--- config.mk ---
export PLATFORM = sky130hd
export DESIGN_NAME = pfl_dev_flat
export DESIGN_NICKNAME = d
export VERILOG_FILES = /design/src/inc/pfl_pkg.sv /design/src/inc/pfl_if.sv /design/src/logic/pfl_dev.sv /design/src/flat_wrapper.sv
export SDC_FILE = /design/constraint.sdc
export NUM_CORES = 2
export LEC_CHECK = 0
export BUFFER_PORTS_ARGS = -buffer_cell sky130_fd_sc_hd__buf_2
export CAP_MARGIN = 20
export CORE_AREA = 4 4 263 394
export DETAILED_ROUTE_END_ITERATION = 10
export DIE_AREA = 0 0 267 398
export HOLD_SLACK_MARGIN = 0.12
export PLACE_DENSITY = 0.81
export SYNTH_ARGS = -nofsm -noshare
export SYNTH_HDL_FRONTEND = slang
export SYNTH_SLANG_ARGS = --single-unit
--- constraint.sdc ---
create_clock -name clk -period 10.23 [get_ports clk]
set_input_delay 1.5345 -clock clk [delete_from_list [all_inputs] [get_ports clk]]
set_output_delay 1.5345 -clock clk [all_outputs]
set_load 0.005 [all_outputs]
--- src/inc/pfl_pkg.sv ---
// What this block does
// (RULE1) Flow pin low when able to accept
// (RULE2) Flow pin high below stop free space
// (RULE3) Flow pin low above resume free space
// (RULE4) Between thresholds, flow pin holds its level
// (RULE5) Reset thresholds: stop 20, resume 40
// (RULE6) Control packet field replaces both thresholds
// (RULE7) Sender raises thresholds if too slow stopping; pfl_host never raises them, they change only on thr_load
// (RULE8) Flow pin generated for every packet interface
// (RULE9) Frame strobe high at least 250 us
// (RULE10) Frame strobe period 20 ms, 1 ms tolerance
// (RULE11) Strobe edge interval sets samples per frame
// (RULE12) Transmit-pending rises once packet ready
// (RULE13) Transmit-pending falls after whole packet read
// (RULE14) Standby permit low 500 ns before sending
// (RULE15) Standby permit ignored without low power mode
// (RULE16) Enable-generation output looped to slave enable
// (RULE17) Codec frame sync driven by codec sync
// (RULE18) Standby only in low power, else idle
package pfl_pkg;

  // ==========================================================
  // Buffers
  localparam int unsigned BUF_DEPTH = 64;
  localparam int unsigned PTR_W     = 6;
  localparam int unsigned CNT_W     = 7;

  // ==========================================================
  // Flow thresholds in bytes of free space
  localparam logic [6:0] STOP_RST   = 7'h14;
  localparam logic [6:0] RESUME_RST = 7'h28;

  // ==========================================================
  // Timing
  localparam int unsigned CLK_NS       = 25;
  localparam int unsigned SAMPLE_NS    = 125000;
  localparam int unsigned STROBE_HI_US = 250;
  localparam int unsigned FRAME_US     = 20000;
  localparam int unsigned PERMIT_NS    = 500;
  localparam int unsigned SAMPLE_CYC   = SAMPLE_NS / CLK_NS;
  localparam int unsigned STROBE_HI_CYC =
    (STROBE_HI_US * 1000 + CLK_NS - 1) / CLK_NS;
  localparam int unsigned FRAME_CYC    = FRAME_US * 1000 / CLK_NS;
  localparam int unsigned PERMIT_CYC   = (PERMIT_NS + CLK_NS - 1) / CLK_NS;

  // ==========================================================
  // Controller registers (byte addresses)
  localparam logic [7:0] CTRL_OFS   = 8'h00;
  localparam logic [7:0] STATUS_OFS = 8'h04;
  localparam logic [7:0] MASK_OFS   = 8'h08;
  localparam logic [7:0] TXDATA_OFS = 8'h0C;
  localparam logic [7:0] RXDATA_OFS = 8'h10;
  localparam logic [7:0] FLOW_OFS   = 8'h14;

  // CTRL bits
  localparam int unsigned CTRL_LP_BIT  = 0;
  localparam int unsigned CTRL_STB_BIT = 1;

  // STATUS and MASK bits
  localparam int unsigned EV_TXRDY_BIT = 0;
  localparam int unsigned EV_HOLD_BIT  = 1;
  localparam int unsigned EV_SENT_BIT  = 2;
  localparam int unsigned EV_W         = 3;

  // FLOW bits
  localparam int unsigned FL_HOLD_BIT = 0;
  localparam int unsigned FL_TXRDY_BIT = 1;
  localparam int unsigned FL_BUSY_BIT = 2;

endpackage : pfl_pkg

--- src/inc/pfl_if.sv ---
// ============================================================
// Packet flow link between host controller and device
interface pfl_if;
  logic       rx_flow_hold_n;        // Device: high = cannot accept
  logic       pkt_valid;             // Host: one inbound byte
  logic [7:0] pkt_data;              // Host: inbound byte
  logic       tx_ready;              // Device: outbound packet pending
  logic       tx_rd;                 // Host: takes one outbound byte
  logic [7:0] tx_data;               // Device: current outbound byte
  logic       encoder_frame_strobe;  // Host: encoder frame timing
  logic       standby_permit_n;      // Host: standby permit, low active

  modport dev (
    output rx_flow_hold_n,
    input  pkt_valid,
    input  pkt_data,
    output tx_ready,
    input  tx_rd,
    output tx_data,
    input  encoder_frame_strobe,
    input  standby_permit_n
  );

  modport host (
    input  rx_flow_hold_n,
    output pkt_valid,
    output pkt_data,
    input  tx_ready,
    output tx_rd,
    input  tx_data,
    output encoder_frame_strobe,
    output standby_permit_n
  );
endinterface : pfl_if

--- src/logic/pfl_dev.sv ---
// ============================================================
// Device end: flow control, transmit pending, frame timing
//
// Register access over APB and the register offsets were chosen for this implementation.
module pfl_dev #(
  parameter int unsigned SAMPLE_CYC = pfl_pkg::SAMPLE_CYC
) (
  input  wire logic       clk,
  input  wire logic       resetn,
  pfl_if.dev              lnk,
  input  wire logic       lp_en,
  input  wire logic       skew_en,
  input  wire logic       spi_sel,
  input  wire logic       in_rd,
  output logic [7:0]      in_data,
  output logic [6:0]      in_count,
  input  wire logic       out_wr,
  input  wire logic [7:0] out_byte,
  input  wire logic       out_send,
  input  wire logic       thr_load,
  input  wire logic [6:0] thr_stop,
  input  wire logic [6:0] thr_resume,
  input  wire logic       codec_frame_sync_n,
  input  wire logic       spi_slave_enable_in,
  output logic            spi_enable_gen_out,
  output logic            spi_frame_active,
  output logic [8:0]      frame_samples,
  output logic            standby_n,
  output logic            idle_n
);

  // ==========================================================
  // State
  typedef struct packed {
    logic [63:0][7:0] ibuf;
    logic [5:0]       wp;
    logic [5:0]       rp;
    logic [6:0]       cnt;
    logic [7:0]       in_data;
    logic             hold;
    logic [6:0]       stop;
    logic [6:0]       resume;
    logic [63:0][7:0] obuf;
    logic [6:0]       olen;
    logic [5:0]       optr;
    logic             tx_pend;
    logic [7:0]       tx_data;
    logic             strobe_d;
    logic             seen;
    logic [15:0]      smp_div;
    logic [8:0]       smp_cnt;
    logic [8:0]       frame_samples;
    logic             gen;
    logic             frame_act;
    logic             standby_n;
    logic             idle_n;
  } pfl_dev_s;

  pfl_dev_s s_ff;
  pfl_dev_s nxt_s;

  // Per-cycle decode helpers
  logic       wr;
  logic       rd;
  logic [6:0] free_sp;
  logic       rise;
  logic       active;

  // ==========================================================
  // Next state
  always_comb begin
    nxt_s = s_ff;

    // Inbound buffer write and drain
    wr = lnk.pkt_valid && (s_ff.cnt != 7'(pfl_pkg::BUF_DEPTH));
    rd = in_rd && (s_ff.cnt != 7'h00);
    if (wr) begin
      nxt_s.ibuf[s_ff.wp] = lnk.pkt_data;
      nxt_s.wp = s_ff.wp + 6'h01;
    end

    // Hand the oldest byte to the local reader
    if (rd) begin
      nxt_s.in_data = s_ff.ibuf[s_ff.rp];
      nxt_s.rp = s_ff.rp + 6'h01;
    end

    // Fill level moves by at most one either way
    nxt_s.cnt = s_ff.cnt + {6'h00, wr} - {6'h00, rd};

    // Flow pin from free space, same for every interface   // RULE8
    free_sp = 7'(pfl_pkg::BUF_DEPTH) - nxt_s.cnt;
    // Strict compares: equal levels stay in the hold band
    if (free_sp < s_ff.stop) begin
      nxt_s.hold = 1'b1;                                  // RULE2
    end else if (free_sp > s_ff.resume) begin
      nxt_s.hold = 1'b0;                                  // RULE3
    end else begin
      nxt_s.hold = s_ff.hold;                             // RULE4
    end

    // Threshold field of a control packet
    if (thr_load) begin
      nxt_s.stop   = thr_stop;                            // RULE6
      nxt_s.resume = thr_resume;                          // RULE6
    end

    // Outbound packet assembly, frozen while pending
    if (out_wr && !s_ff.tx_pend &&
        (s_ff.olen != 7'(pfl_pkg::BUF_DEPTH))) begin
      nxt_s.obuf[s_ff.olen[5:0]] = out_byte;
      nxt_s.olen = s_ff.olen + 7'h01;
    end

    // Freeze a non-empty packet and announce it
    if (out_send && !s_ff.tx_pend && (s_ff.olen != 7'h00)) begin
      nxt_s.tx_pend = 1'b1;                               // RULE12
      nxt_s.optr = 6'h00;
    end

    // Each read strobe steps on; the last one ends it
    if (lnk.tx_rd && s_ff.tx_pend) begin
      nxt_s.optr = s_ff.optr + 6'h01;
      if (({1'b0, s_ff.optr} + 7'h01) == s_ff.olen) begin
        nxt_s.tx_pend = 1'b0;                             // RULE13
        nxt_s.olen = 7'h00;
        nxt_s.optr = 6'h00;
      end
    end
    nxt_s.tx_data = nxt_s.obuf[nxt_s.optr];

    // Samples per frame from strobe rising edges
    nxt_s.strobe_d = lnk.encoder_frame_strobe;
    rise = lnk.encoder_frame_strobe && !s_ff.strobe_d;

    // Sample ticks only run while skew control is on
    if (skew_en) begin
      if (s_ff.smp_div == 16'(SAMPLE_CYC - 1)) begin
        nxt_s.smp_div = 16'h0000;
        if (s_ff.smp_cnt != 9'h1FF) begin
          nxt_s.smp_cnt = s_ff.smp_cnt + 9'h001;
        end
      end else begin
        nxt_s.smp_div = s_ff.smp_div + 16'h0001;
      end

      // A tick landing on this edge still counts toward the frame
      if (rise) begin
        if (s_ff.seen) begin
          nxt_s.frame_samples = nxt_s.smp_cnt;            // RULE11
        end
        nxt_s.seen = 1'b1;
        nxt_s.smp_cnt = 9'h000;
        nxt_s.smp_div = 16'h0000;
      end
    end else begin
      nxt_s.seen = 1'b0;
      nxt_s.smp_cnt = 9'h000;
      nxt_s.smp_div = 16'h0000;
    end

    // Activity; permit only counts in low power mode
    active = (s_ff.cnt != 7'h00) || s_ff.tx_pend || lnk.pkt_valid ||
             (skew_en && lnk.encoder_frame_strobe) ||
             (lp_en && !lnk.standby_permit_n);            // RULE15

    // Standby needs low power mode, idle needs it off
    nxt_s.standby_n = !(lp_en && !active);                // RULE18
    nxt_s.idle_n    = !(!lp_en && !active);               // RULE18

    // Codec serial enable loop-back
    nxt_s.gen = spi_sel ? codec_frame_sync_n : 1'b1;      // RULE17
    nxt_s.frame_act = spi_sel && !spi_slave_enable_in;    // RULE16
  end

  // ==========================================================
  // Registers
  always_ff @(posedge clk or negedge resetn) begin
    if (!resetn) begin
      s_ff           <= '0;
      // Thresholds come up at their defaults
      s_ff.stop      <= pfl_pkg::STOP_RST;                // RULE5
      s_ff.resume    <= pfl_pkg::RESUME_RST;              // RULE5
      s_ff.gen       <= 1'b1;
      s_ff.standby_n <= 1'b1;
      s_ff.idle_n    <= 1'b1;
    end else begin
      s_ff <= nxt_s;
    end
  end

  // ==========================================================
  // Outputs
  // Link side
  assign lnk.rx_flow_hold_n = s_ff.hold;                 // RULE1
  assign lnk.tx_ready       = s_ff.tx_pend;
  assign lnk.tx_data        = s_ff.tx_data;

  // Local reader side
  assign in_data            = s_ff.in_data;
  assign in_count           = s_ff.cnt;

  // Codec loop-back and frame measurement
  assign spi_enable_gen_out = s_ff.gen;
  assign spi_frame_active   = s_ff.frame_act;
  assign frame_samples      = s_ff.frame_samples;

  // Power state indications
  assign standby_n          = s_ff.standby_n;
  assign idle_n             = s_ff.idle_n;

endmodule : pfl_dev

--- src/flat_wrapper.sv ---
// flat-port wrapper written by rule: the top's interface ports become plain ports
module pfl_dev_flat 
#(
  parameter int unsigned SAMPLE_CYC = pfl_pkg::SAMPLE_CYC
)
  (clk, resetn, lp_en, skew_en, spi_sel, in_rd, in_data, in_count, out_wr, out_byte, out_send, thr_load, thr_stop, thr_resume, codec_frame_sync_n, spi_slave_enable_in, spi_enable_gen_out, spi_frame_active, frame_samples, standby_n, idle_n, lnk_rx_flow_hold_n, lnk_pkt_valid, lnk_pkt_data, lnk_tx_ready, lnk_tx_rd, lnk_tx_data, lnk_encoder_frame_strobe, lnk_standby_permit_n);
  pfl_if lnk_i ();
  input  wire logic clk;
  input  wire logic resetn;
  input  wire logic lp_en;
  input  wire logic skew_en;
  input  wire logic spi_sel;
  input  wire logic in_rd;
  output logic [7:0] in_data;
  output logic [6:0] in_count;
  input  wire logic out_wr;
  input  wire logic [7:0] out_byte;
  input  wire logic out_send;
  input  wire logic thr_load;
  input  wire logic [6:0] thr_stop;
  input  wire logic [6:0] thr_resume;
  input  wire logic codec_frame_sync_n;
  input  wire logic spi_slave_enable_in;
  output logic spi_enable_gen_out;
  output logic spi_frame_active;
  output logic [8:0] frame_samples;
  output logic standby_n;
  output logic idle_n;
  output wire logic [$bits(lnk_i.rx_flow_hold_n)-1:0] lnk_rx_flow_hold_n;
  input wire logic [$bits(lnk_i.pkt_valid)-1:0] lnk_pkt_valid;
  input wire logic [$bits(lnk_i.pkt_data)-1:0] lnk_pkt_data;
  output wire logic [$bits(lnk_i.tx_ready)-1:0] lnk_tx_ready;
  input wire logic [$bits(lnk_i.tx_rd)-1:0] lnk_tx_rd;
  output wire logic [$bits(lnk_i.tx_data)-1:0] lnk_tx_data;
  input wire logic [$bits(lnk_i.encoder_frame_strobe)-1:0] lnk_encoder_frame_strobe;
  input wire logic [$bits(lnk_i.standby_permit_n)-1:0] lnk_standby_permit_n;
  assign lnk_rx_flow_hold_n = lnk_i.rx_flow_hold_n;
  assign lnk_i.pkt_valid = lnk_pkt_valid;
  assign lnk_i.pkt_data = lnk_pkt_data;
  assign lnk_tx_ready = lnk_i.tx_ready;
  assign lnk_i.tx_rd = lnk_tx_rd;
  assign lnk_tx_data = lnk_i.tx_data;
  assign lnk_i.encoder_frame_strobe = lnk_encoder_frame_strobe;
  assign lnk_i.standby_permit_n = lnk_standby_permit_n;
  pfl_dev #(.SAMPLE_CYC(SAMPLE_CYC)) u_core (.clk(clk), .resetn(resetn), .lnk(lnk_i), .lp_en(lp_en), .skew_en(skew_en), .spi_sel(spi_sel), .in_rd(in_rd), .in_data(in_data), .in_count(in_count), .out_wr(out_wr), .out_byte(out_byte), .out_send(out_send), .thr_load(thr_load), .thr_stop(thr_stop), .thr_resume(thr_resume), .codec_frame_sync_n(codec_frame_sync_n), .spi_slave_enable_in(spi_slave_enable_in), .spi_enable_gen_out(spi_enable_gen_out), .spi_frame_active(spi_frame_active), .frame_samples(frame_samples), .standby_n(standby_n), .idle_n(idle_n));
endmodule
==> flow_summary.yaml <==
outcome:
  outcome: "finished clean"
cells_and_area:
  layout.cells.non_filler: 5788
  layout-drive-gt1-share: 0.300
  fin_util: 0.589
  finalNetCount: 4476
  area_growth_pct: 9.23
  layout_commonest_cell: "dfrtp_1"
  fill_cells: 7725
  mostFrequentLayoutCells: "dfrtp_1, mux2_2, nand2_1"
critical_path:
  worst_setup_path_end_kind: "flop"
  crit_arrival_ns: 6.60
  crit_top_cell: "buf_4"
  crit_required_ns: 10.89
  reg2reg_slack_ns: 4.29
  critical_path.max_stage_delay_ns: 0.77
  critPathBufInv: 3
  critPathMaxFanout: 56
  crit_chain: "ha_1 -> nand3_2 -> nor3_2 -> o211ai_2 -> o31ai_4 -> buf_4 -> inv_4 -> buf_4 -> nor3_4 -> o221a_2 -> o21ai_0 -> and3_1 -> a211oi_1 -> a32o_1"
  critPathSlowestCell: "nor3_4"
  critPathKind: "flop to flop"
  path_delay_family: "compound AO/OA/AOI/OAI gates"
  start_kind: "flop"
global_route:
  grt_max_degree: 175
  grt_pass1_wl_mm: 235
  antenna_found_initial: 2
  grt.overflow.total: 0
  grt_use_total: 0.288
  grt_pass1_vias: 39200
clock_tree:
  cts_sinks: 1128
  cts-root-buf: "clkbuf_16"
  cts-resized-gates: 0
  clk_pin_slew_ns: 0.07
  cts_tree: "done"
  clk-insertion-delay-late_ns: 0.72
  postCtsSetupRepairBufs: 0
  htreeDepth: 3
  hold_buffers: 0
  cts_made_buffers: 107
  cts_buffer_depth: 3
sta:
  period_share: 0.581
  postLayoutSetupSlackWorst_ns: 4.29
  worst_pin_slew_ns: 1.14
  finalHoldViolCount: 0
  slew_viol_final: 0
  layout_min_cycle_time_ns: 5.94
  rsz0062_at_grt: "no"
  relSlewSlack: 0.243
  finClkSkew_ns: 0.0579
  finalSetupViolCount: 0
  tns_ns: 0
  max_freq_ghz: 0.168
detailed_routing:
  firstDrtPassIters: 8
  first_iter_violations: 3743
  wl_per_cell_um: 26.4
  vias_per_cell: 6.46
  wirelength_mm: 153
  drc: 0
  drtAntennaViolNets: 0
  vias: 37400
die:
  die_w_um: 267
  start_util: 0.539
  design.core.area_um2: 99900
  dieArea_um2: 106000
  die_h_um: 398
  io_pins: 83
  num_rows: 142
power:
  leakagePower_uw: 0.0271
  finalPower_uw: 16700
  ir_drop_uv: 513
  p_per_area_nw_per_um2: 284
logic_synthesis:
  ys.flop_type: "dfrtp_1"
  synthCells: 4501
  yosys.cell_types.count: 96
  synth_edf_count: 0
  netlist_area_um2: 53800
  ys_seq_area_frac: 0.524
  syn-num-nets: 4577
  synthArstFlopShare: 1.00
  ys_ff_latch: 1128
  avgSynthCellArea_um2: 12.0
  yosys_warnings: 0
placed_design:
  hpwl_mm: 97.2
  place_congestion: 0.991
  io_buffers: 82
  place_inst: 5582
  dpl_worst_slack_ns: 4.30
hold_path:
  hold_path_class: "flop to flop"
flow_run:
  cap_viol_max_count: 0
logic make-up (layout without fill, tap and decap cells):
| kind of cell | Yosys count | count (layout) | synth area share |
|---|---|---|---|
| and+or+nand+nor | 1152 | 1152 | 0.0971 |
| DFF | 1128 | 1128 | 0.524 |
| muxes | 1001 | 1001 | 0.243 |
| AOI/OAI and AO/OA | 720 | 720 | 0.0859 |
| buffers and inverters | 413 | 402 | 0.0330 |
| xor gates and xnor gates | 56 | 56 | 0.00911 |
| adders and majority gates | 31 | 31 | 0.00734 |
| other | 0 | 2 | 0 |
path summary, 6_finish.rpt:
path                       cells after the start            start                     to
max                                           14  u_core.s_ff[49]  u_core.lnk.tx_data[6]
min                                            1  u_core.s_ff[22]        u_core.s_ff[22]
max reg2reg                                   14  u_core.s_ff[49]  u_core.lnk.tx_data[6]
min reg2reg                                    1  u_core.s_ff[22]        u_core.s_ff[22]
max in group asynchronous                      3           resetn      u_core.s_ff[1117]
min in group asynchronous                      1           resetn       u_core.s_ff[334]
layout make-up:
type                            instances  area (um^2)  area share
Antenna cell                            2         5.00   0.0000851
Clock buffer                          166         3260      0.0554
Tap cell                             1296         1620      0.0276
Multi-Input combinational cell       2960        23800       0.406
Sequential cell                      1128        28200       0.480
Timing Repair Buffer                  151         1110      0.0189
Inverter                               52          200     0.00340
Clock inverter                         33          513     0.00872
per-layer routing:
metal,vias to the layer above,track usage,wire length (um)
li1,16000,-,-
met1,19000,0.331,54100
met2,1737,0.478,74300
met3,654,0.0620,11100
met4,0,0.208,13200
met5,-,0,0
flip-flops by register name (all words and copies together) (netlist names):
| signal | cells |
|---|---|
| u_core.in_data | 8 |
| u_core.idle_n | 1 |
| u_core.standby_n | 1 |
| u_core.spi_enable_gen_out | 1 |
| u_core.frame_samples | 9 |
| u_core.lnk.tx_ready | 1 |
| u_core.spi_frame_active | 1 |
| u_core.s_ff | 1090 |
| u_core.in_count | 7 |
| u_core.lnk.tx_data | 8 |
| u_core.lnk.rx_flow_hold_n | 1 |
report_power, final:
group	switching [uW]	internal, uW
Clock	1780	2450
Sequential	691	5280
Combinational	3850	2670
Total	6320	10400
Yosys cell counts, types with 8 or more instances:
master / instances / area share
dfrtp_1: 1121 / 0.52
mux2_2: 765 / 0.16
nand2_1: 491 / 0.034
o21ai_0: 378 / 0.035
nor2_1: 305 / 0.021
clkbuf_1: 234 / 0.016
mux4_2: 169 / 0.071
or3_1: 79 / 0.0092
nor3_1: 74 / 0.0069
nand3_1: 70 / 0.0065
mux2i_1: 67 / 0.012
buf_2: 51 / 0.0047
a21oi_1: 47 / 0.0044
inv_1: 45 / 0.0031
buf_4: 41 / 0.0057
buf_1: 34 / 0.0024
xnor2_1: 33 / 0.0054
a31oi_1: 30 / 0.0035
ha_1: 30 / 0.0070
o211ai_1: 27 / 0.0038
o22ai_1: 26 / 0.0030
o221ai_1: 25 / 0.0041
o221a_2: 23 / 0.0048
xor2_1: 23 / 0.0037
nand4_1: 21 / 0.0024
o311ai_0: 18 / 0.0029
a211oi_1: 17 / 0.0024
o2111ai_1: 17 / 0.0028
nand2b_1: 15 / 0.0017
o22a_1: 14 / 0.0023
o21bai_1: 13 / 0.0018
nor2b_1: 11 / 0.0013
o211a_1: 10 / 0.0019
and2_1: 8 / 0.00093
nand4b_1: 8 / 0.0013
nor3b_1: 8 / 0.0011
o21ai_1: 8 / 0.00074
or2_2: 8 / 0.00093
metrics by stage:
stage	hold WS (ns)	instance area [um^2]
6_report	0.454	58800
4_1_cts	0.462	58700
3_3_place_gp	0.445	54900
3_5_place_dp	0.454	55000
5_1_grt	0.476	58800
2_1_floorplan	0.433	53800
Power figures use the tool's default switching activity.
